## src/hw/stm_map.svh

```systemverilog
// Purpose: Timing counts and error codes of the torque-off monitor
// Assumes: 100 MHz mclk; all times below in their printed unit
// Notes:   Definitions only
`ifndef STM_MAP_SVH
`define STM_MAP_SVH

// ----------------------------------------
// Clock and time base
// ----------------------------------------
`define STM_CLK_PERIOD_NS 10
`define STM_MS_NS         1000000

// ----------------------------------------
// Supervision times in ms
// ----------------------------------------
`define STM_SKEW_MAX_MS   16'h0078
`define STM_DIAG_MIN_MS   16'h00be
`define STM_DIAG_MAX_MS   16'h05c8
`define STM_DIAG_TYP_MS   16'h0276
`define STM_INTR_MS       16'h00c8
`define STM_OFF_MAX_MS    16'h0032

// ----------------------------------------
// Error codes
// ----------------------------------------
`define STM_ERR_NONE      10'h000
`define STM_ERR_REMAINS   10'h212
`define STM_ERR_INTERRUPT 10'h213
`define STM_ERR_MISSING   10'h214
`define STM_ERR_FAULT     10'h215
`define STM_ERR_NO_TRAVEL 10'h216
`define STM_ERR_DIAG      10'h3c0

`endif

```

## src/hw/stm_pkg.sv

```systemverilog
// Purpose: Types shared by the torque-off monitor
// Assumes: Nothing
// Notes:   Constants live in stm_map.svh
package stm_pkg;

  typedef enum logic [2:0] {
    ST_IDLE  = 3'h0,
    ST_ARMED = 3'h1,
    ST_START = 3'h2,
    ST_RUN   = 3'h3,
    ST_INTR  = 3'h4,
    ST_STOP  = 3'h5,
    ST_WAIT  = 3'h6
  } stm_jstate_t;

  typedef logic [9:0] stm_err_t;

endpackage

```

## src/hw/stm_ms_timer.sv

```systemverilog
// Purpose: Saturating millisecond counter
// Assumes: tick is a one-cycle pulse once per ms
// Notes:   clear wins over tick
`timescale 1ns/1ps
module stm_ms_timer #(
  parameter int W = 16
) (
  // Clock and reset
  input  wire logic         clk,
  input  wire logic         rst_n,
  // Control
  input  wire logic         clear,
  input  wire logic         tick,
  // Count
  output logic [W-1:0]      count
);

  logic [W-1:0] count_reg;
  logic [W-1:0] count_next;

  always_comb begin
    count_next = count_reg;
    if (clear) begin
      count_next = '0;
    end else if (tick && (count_reg != {W{1'b1}})) begin
      count_next = count_reg + 1'b1;
    end
  end

  always_ff @(posedge clk or negedge rst_n) begin
    if (!rst_n) begin
      count_reg <= '0;
    end else begin
      count_reg <= count_next;
    end
  end

  assign count = count_reg;

endmodule

```

## src/hw/stm_monitor.sv

```systemverilog
// Purpose: Two-channel torque-off supervision for a lift drive
// Assumes: Inputs synchronous to mclk; delay limit given in ms
// Notes:   Locked fault clears only at power-on reset
`timescale 1ns/1ps
`include "stm_map.svh"

// Summary of operation
// RULE1 - Gating allowed only with both channels on
// RULE2 - One dropped channel alone stops gating
// RULE3 - Skew over 120 ms raises error 533
// RULE4 - Persisting mismatch locks with error 960
// RULE5 - Channels compared constantly; defects shut down
// RULE6 - Diagnostic errors lock until power cycle
// RULE7 - Travel start, channels still low: 530
// RULE8 - Travel end, channels still high: 532
// RULE9 - Armed at standstill, no travel: 534
// RULE10 - Channels dropped in travel: 531 after 200ms
// RULE11 - Status output shows both channels, stage enabled
// RULE12 - No active braking; motor coasts
// RULE13 - Controller switches both channels every journey
// RULE14 - Controller drops both hourly for 1600 ms
// RULE15 - Stage blocked within 50 ms of switch-off
// RULE16 - Delay limit programmable, ms timer restarts
module stm_monitor
  import stm_pkg::*;
#(
  parameter int CYC_PER_MS = `STM_MS_NS / `STM_CLK_PERIOD_NS,
  parameter int DIAG_MS    = 630
) (
  // Clock and reset
  input  wire logic        mclk,
  input  wire logic        resetn,
  // Enable channels and travel
  input  wire logic        torque_enable_chan_a,
  input  wire logic        torque_enable_chan_b,
  input  wire logic        travel_cmd,
  input  wire logic [15:0] travel_check_delay_limit,
  input  wire logic        hw_defect,
  // Power stage and status
  output logic             gate_enable,
  output logic             torque_off_status_out,
  output logic             locked,
  // Error report
  output logic             err_pulse,
  output logic [9:0]       err_code
);

  // ----------------------------------------
  // Reset release
  // ----------------------------------------
  logic [1:0] rst_sync_reg;
  logic       rst_n;

  always_ff @(posedge mclk or negedge resetn) begin
    if (!resetn) begin
      rst_sync_reg <= 2'h0;
    end else begin
      rst_sync_reg <= {rst_sync_reg[0], 1'b1};
    end
  end

  assign rst_n = rst_sync_reg[1];

  // ----------------------------------------
  // Millisecond time base
  // ----------------------------------------
  localparam int PW = $clog2(CYC_PER_MS + 1);

  logic [PW-1:0] pre_reg;
  logic [PW-1:0] pre_next;
  logic          ms_tick;

  always_comb begin
    ms_tick  = (pre_reg == PW'(CYC_PER_MS - 1));
    pre_next = ms_tick ? '0 : pre_reg + 1'b1;
  end

  always_ff @(posedge mclk or negedge rst_n) begin
    if (!rst_n) begin
      pre_reg <= '0;
    end else begin
      pre_reg <= pre_next;
    end
  end

  // ----------------------------------------
  // Channel comparison and diagnostics
  // ----------------------------------------
  logic        both_on;
  logic        both_off;
  logic        mismatch;
  logic        fault_reg;
  logic        fault_next;
  logic        lock_reg;
  logic        lock_next;
  logic        raise_fault;
  logic        raise_lock;
  logic [15:0] skew_cnt;
  logic [15:0] diag_cnt;

  assign both_on  = torque_enable_chan_a && torque_enable_chan_b;
  assign both_off = !torque_enable_chan_a && !torque_enable_chan_b;
  assign mismatch = torque_enable_chan_a ^ torque_enable_chan_b; // RULE5

  // Skew time runs only while the channels disagree
  stm_ms_timer #(.W(16)) u_skew (
    .clk   (mclk),
    .rst_n (rst_n),
    .clear (!mismatch),
    .tick  (ms_tick),
    .count (skew_cnt)
  );

  // Diagnostic time runs only after the fault was reported
  stm_ms_timer #(.W(16)) u_diag (
    .clk   (mclk),
    .rst_n (rst_n),
    .clear (!fault_reg),
    .tick  (ms_tick),
    .count (diag_cnt)
  );

  always_comb begin
    raise_fault = mismatch && !fault_reg && !lock_reg
                  && (skew_cnt > `STM_SKEW_MAX_MS); // RULE3
    raise_lock  = !lock_reg && (hw_defect // RULE5
                  || (fault_reg && mismatch && (diag_cnt >= 16'(DIAG_MS)))); // RULE4
    fault_next  = fault_reg;
    if (raise_fault) begin
      fault_next = 1'b1;
    end else if (!mismatch) begin
      fault_next = 1'b0;
    end
    lock_next = lock_reg || raise_lock; // RULE6
  end

  always_ff @(posedge mclk or negedge rst_n) begin
    if (!rst_n) begin
      fault_reg <= 1'b0;
      lock_reg  <= 1'b0;
    end else begin
      fault_reg <= fault_next;
      lock_reg  <= lock_next;
    end
  end

  // ----------------------------------------
  // Journey plausibility
  // ----------------------------------------
  stm_jstate_t st_reg;
  stm_jstate_t st_next;
  logic [15:0] jrn_cnt;
  logic [9:0]  jrn_err;
  logic        limit_hit;

  // Timer restarts whenever the journey state moves
  stm_ms_timer #(.W(16)) u_jrn (
    .clk   (mclk),
    .rst_n (rst_n),
    .clear (st_next != st_reg), // RULE16
    .tick  (ms_tick),
    .count (jrn_cnt)
  );

  assign limit_hit = (jrn_cnt >= travel_check_delay_limit); // RULE16

  always_comb begin
    st_next = st_reg;
    jrn_err = `STM_ERR_NONE;
    case (st_reg)
      ST_IDLE: begin
        if (travel_cmd) begin
          st_next = both_on ? ST_RUN : ST_START;
        end else if (both_on) begin
          st_next = ST_ARMED;
        end
      end
      ST_ARMED: begin
        if (travel_cmd) begin
          st_next = ST_RUN;
        end else if (!both_on) begin
          st_next = ST_IDLE;
        end else if (limit_hit) begin
          jrn_err = `STM_ERR_NO_TRAVEL; // RULE9
          st_next = ST_WAIT;
        end
      end
      ST_START: begin
        if (!travel_cmd) begin
          st_next = ST_STOP;
        end else if (both_on) begin
          st_next = ST_RUN;
        end else if (both_off && limit_hit) begin
          jrn_err = `STM_ERR_REMAINS; // RULE7
          st_next = ST_WAIT;
        end
      end
      ST_RUN: begin
        if (!travel_cmd) begin
          st_next = ST_STOP;
        end else if (!both_on) begin
          st_next = ST_INTR;
        end
      end
      ST_INTR: begin
        if (!travel_cmd) begin
          st_next = ST_STOP;
        end else if (both_on) begin
          st_next = ST_RUN;
        end else if (jrn_cnt >= `STM_INTR_MS) begin
          jrn_err = `STM_ERR_INTERRUPT; // RULE10
          st_next = ST_WAIT;
        end
      end
      ST_STOP: begin
        if (travel_cmd) begin
          st_next = ST_START;
        end else if (both_off) begin
          st_next = ST_IDLE;
        end else if (both_on && limit_hit) begin
          jrn_err = `STM_ERR_MISSING; // RULE8
          st_next = ST_WAIT;
        end
      end
      ST_WAIT: begin
        if (!travel_cmd && both_off) begin
          st_next = ST_IDLE;
        end
      end
      default: begin
        st_next = ST_IDLE;
      end
    endcase
  end

  always_ff @(posedge mclk or negedge rst_n) begin
    if (!rst_n) begin
      st_reg <= ST_IDLE;
    end else begin
      st_reg <= st_next;
    end
  end

  // ----------------------------------------
  // Outputs
  // ----------------------------------------
  logic       gate_reg;
  logic       gate_next;
  logic       status_reg;
  logic       status_next;
  logic       err_pulse_reg;
  logic       err_pulse_next;
  stm_err_t   err_code_reg;
  stm_err_t   err_code_next;

  always_comb begin
    // One cycle from inputs to gating, far inside the switch-off budget
    gate_next   = both_on && !lock_reg && !raise_lock; // RULE1 RULE2 RULE15
    status_next = gate_next; // RULE11
    // Diagnostic errors outrank journey errors in the same cycle
    err_pulse_next = 1'b1;
    if (raise_lock) begin
      err_code_next = `STM_ERR_DIAG;
    end else if (raise_fault) begin
      err_code_next = `STM_ERR_FAULT;
    end else if (jrn_err != `STM_ERR_NONE) begin
      err_code_next = jrn_err;
    end else begin
      err_pulse_next = 1'b0;
      err_code_next  = err_code_reg;
    end
  end

  always_ff @(posedge mclk or negedge rst_n) begin
    if (!rst_n) begin
      gate_reg      <= 1'b0;
      status_reg    <= 1'b0;
      err_pulse_reg <= 1'b0;
      err_code_reg  <= `STM_ERR_NONE;
    end else begin
      gate_reg      <= gate_next;
      status_reg    <= status_next;
      err_pulse_reg <= err_pulse_next;
      err_code_reg  <= err_code_next;
    end
  end

  // No brake output exists: blocked gating only lets the motor coast
  assign gate_enable           = gate_reg; // RULE12
  assign torque_off_status_out = status_reg;
  assign locked                = lock_reg;
  assign err_pulse             = err_pulse_reg;
  assign err_code              = err_code_reg;
endmodule

```

## config.mk

```make
export PLATFORM = sky130hd
export DESIGN_NAME = stm_monitor
export DESIGN_NICKNAME = d
export VERILOG_FILES = /design/src/hw/stm_pkg.sv /design/src/hw/stm_ms_timer.sv /design/src/hw/stm_monitor.sv
export VERILOG_INCLUDE_DIRS = /design/src /design/src/hw
export SDC_FILE = /design/constraint.sdc
export NUM_CORES = 1
export LEC_CHECK = 0
export ABC_CLOCK_PERIOD_IN_PS = 2700
export BUFFER_PORTS_ARGS = -buffer_cell sky130_fd_sc_hd__buf_4
export CAP_MARGIN = 20
export CORE_AREA = 5 5 111 113
export DETAILED_ROUTE_END_ITERATION = 12
export DIE_AREA = 0 0 116 118
export HOLD_SLACK_MARGIN = 0.1
export PLACE_DENSITY_LB_ADDON = 0.05
export SYNTH_ARGS = -nofsm -noshare
export SYNTH_HDL_FRONTEND = slang
export SYNTH_SLANG_ARGS = --single-unit
```

## constraint.sdc

```tcl
create_clock -name mclk -period 2.7 [get_ports mclk]
set_clock_uncertainty 0.15 [all_clocks]
set_input_delay 0 -clock mclk [delete_from_list [all_inputs] [get_ports mclk]]
set_output_delay 0 -clock mclk [all_outputs]
set_load 0.005 [all_outputs]
```

==> out/metrics.csv <==
metric,value,unit
HP Class,reg -> reg,
Tot Pwr,3200,µW
setup TNS,0,ns
Iter 0 DRT Violations,183,
Initial Util,43.5,%
f_max,385,MHz
dpl hpwl,7600,µm
Syn Inst Count,526,
Area contributors post-synth,"dfrtp_1 (41%), ha_1 (6.4%), xnor2_1 (5.4%), xor2_1 (4.5%), nor2_1 (3.9%)",
area share of the leading cell type in the synthesized netlist,41.0,%
DIE HEIGHT,118,µm
area of the multi-input gates,2640,µm²
prevailing post-synth register cell,dfrtp_1,
max-slew violation total from the final report,0,
core area,11200,µm²
Post-Syn Area per Cell,9.29,µm²
placement row count,39,
Pint,2290,µW
global route overflow,0,
crit path DAT,2.66,ns
number of flip-flops under the largest register name,17,
Hold Fails Final Rpt,0,
met1 Resource Use GR,23.7,%
die width,116,µm
CTS sink cnt,80,
critical path class,reg -> reg,
most area-hungry cell type in the Yosys netlist,dfrtp_1,
worst setup path start,u_jrn.count[1]$_DFFE_PN0P_,
# fillers,1075,
"EDFF count, synth",0,
GR Util All Layers,16.3,%
post-synthesis sequential area ratio,41.0,%
clock power share,38.6,%
R2R Setup Slk,0.10,ns
Die Footprint,13700,µm²
global-route wire length before repair,18000,µm
Switching Fraction,28.3,%
number of diodes,0,
"Setup violations, final",0,
CTS root buf,clkbuf_16,
Max H-tree Level,3,
fin crit share,96.2,%
Max-cap violations,0,
Placed Cells,706,
outcome,finished clean,
mapped cell area,4890,µm²
r2r endpoint,err_code[9]$_DFFE_PN0P_,
CTS max path bufs,2,
Residual DRC,0,
Worst-path clk slew,0.06,ns
Routed WL per cell,14.6,µm
Switch Pwr,904,µW
Reg2Reg Depth,8,
"Data required, critical path",2.76,ns
CP Capture Point,err_code[9]$_DFFE_PN0P_,
placed instance area,5400,µm²
crit end category,flip-flop,
Post-synth top cells,"dfrtp_1 (80), nor2_1 (51), inv_1 (36)",
largest net degree at the start of global routing,48,
# port buffers,33,
Flop pwr share,41.4,%
gr busiest metal,met2,
unique cell type count in the Yosys netlist,61,
Area growth syn-to-layout,19.7,%
share of cells above drive strength 1,17.3,%
most numerous cell in the Yosys netlist,dfrtp_1,
final design area excluding fillers,5850,µm²
vias in the first global route,3722,
Tightest Pin Transition,0.644,ns
initial antenna violation count,0,
Critical R2R Launch,u_jrn.count[1]$_DFFE_PN0P_,
Pleak,0.00273,µW
Cell Pwr Density,547,nW/µm²
"IR drop worst, VDD",0.420,mV
drt via density,5.34,
via count,3911,
minimum clock period,2.60,ns
"flops & latches, synth",80,
Async SR Flop Fraction,100,%
Slew HR,57.1,%
Reg area,2010,µm²
combinational power share,20.0,%
Post-Route WL,10700,µm
Num CTS Buffers,9,
Worst Setup Start Kind,flip-flop,
gp weighted congestion,0.868,
"antenna viol nets, final",0,
Finished Layout Cells,732,
Ys Warns,0,
worst skew pair latency,0.34,ns
TritonCTS clock tree,yes,
Critical Path Fanout Max,8,
total iterations of the first detailed-routing run,4,
Nets,631,
GR Util met3,2.88,%
GR Layer Usage met2,23.9,%
I/O Pins,36,
area by class of cell:
class | count | share of cell area, %
Sequential cell | 80 | 34.3
Inverter | 37 | 2.37
Clock inverter | 6 | 1.13
Tap cell | 143 | 3.06
Multi-Input combinational cell | 386 | 45.2
Clock buffer | 10 | 3.92
Timing Repair Buffer | 70 | 10.0
per-layer routing:
metal  routed length [µm]  part of all wire, %
met5                    0                    0
met4                  179                  1.7
met3                  350                  3.3
met2                 4830                   45
met1                 5320                   50
stage by stage:
step	setup slack (ns)	util, %	hold slack, ns
2_1_floorplan	0.157	-	-0.446
6_report	0.103	52.1	0.202
3_5_place_dp	0.00144	48.1	-0.366
5_1_grt	-0.0109	52.1	0.220
3_3_place_gp	-0.0208	48.1	-0.367
4_1_cts	0.0276	51.3	0.189
layout by cell type (no fill, tap or decap), types with 10 or more instances in the layout:
cell	netlist	final
dfrtp_1	80	79
buf_4	5	60
nor2_1	51	51
inv_1	36	36
nand2_1	34	34
nand3_1	31	30
xnor2_1	30	30
xor2_1	25	25
ha_1	25	24
and2_1	19	19
nor3_1	18	18
nor4_1	17	16
and3_1	12	12
nand4_1	12	12
a21oi_1	11	11
clkbuf_16	0	10
cell families after synthesis:
| family | count (synthesis) | synth area share (%) |
|---|---|---|
| AND/OR/NAND/NOR | 239 | 27.1 |
| adder cells (fa/ha/maj) | 25 | 6.40 |
| multiplexers | 4 | 0.819 |
| flip-flops | 80 | 41.0 |
| AO/OA/AOI/OAI | 60 | 8.86 |
| buffers and inverters | 61 | 5.81 |
| other | 2 | 0.154 |
| XOR/XNOR | 55 | 9.86 |
worst max-delay path, stage by stage (launching register included):
cell      delay [ns]
dfrtp_1         0.39
ha_1            0.28
nor2b_1         0.13
o211ai_1        0.26
a31oi_2         0.14
buf_4           0.16
or3_4           0.40
a21o_1          0.21
or3b_1          0.34
power groups by stage:
| stage | clock (µW) | combinational (µW) | sequential (µW) |
|---|---|---|---|
| 4_1_cts | 1270 | 540 | 1320 |
| 6_report | 1230 | 638 | 1320 |
| 5_1_grt | 1320 | 702 | 1340 |
| 2_1_floorplan | 0 | 378 | 1310 |
| 3_3_place_gp | 0 | 527 | 1340 |
| 3_5_place_dp | 0 | 530 | 1340 |
how the worst min path moves through the flow:
stage,to,depth (start not counted),start,slack [ns]
2_1_floorplan,rst_sync_reg[0]$_DFF_PN0_,0,resetn,-0.45
3_3_place_gp,rst_sync_reg[0]$_DFF_PN0_,1,resetn,-0.37
3_5_place_dp,rst_sync_reg[0]$_DFF_PN0_,1,resetn,-0.37
4_1_cts,st_reg[0]$_DFF_PN0_,6,travel_check_delay_limit[15],0.19
5_1_grt,rst_sync_reg[1]$_DFF_PN0_,0,rst_sync_reg[0]$_DFF_PN0_,0.22
6_report,rst_sync_reg[1]$_DFF_PN0_,0,rst_sync_reg[0]$_DFF_PN0_,0.20
what timing repair did:
action | 4_1_cts | 5_1_grt
pin swaps | 0 | 3
resized for setup | 1 | 8
hold endpoints to repair | 15 | 0
gates cloned | 0 | 1
buffers inserted | 0 | 3
hold buffers | 6 | 0
endpoints found under the setup margin | 1 | 27
Note: power is estimated with default switching activity, not from simulation.
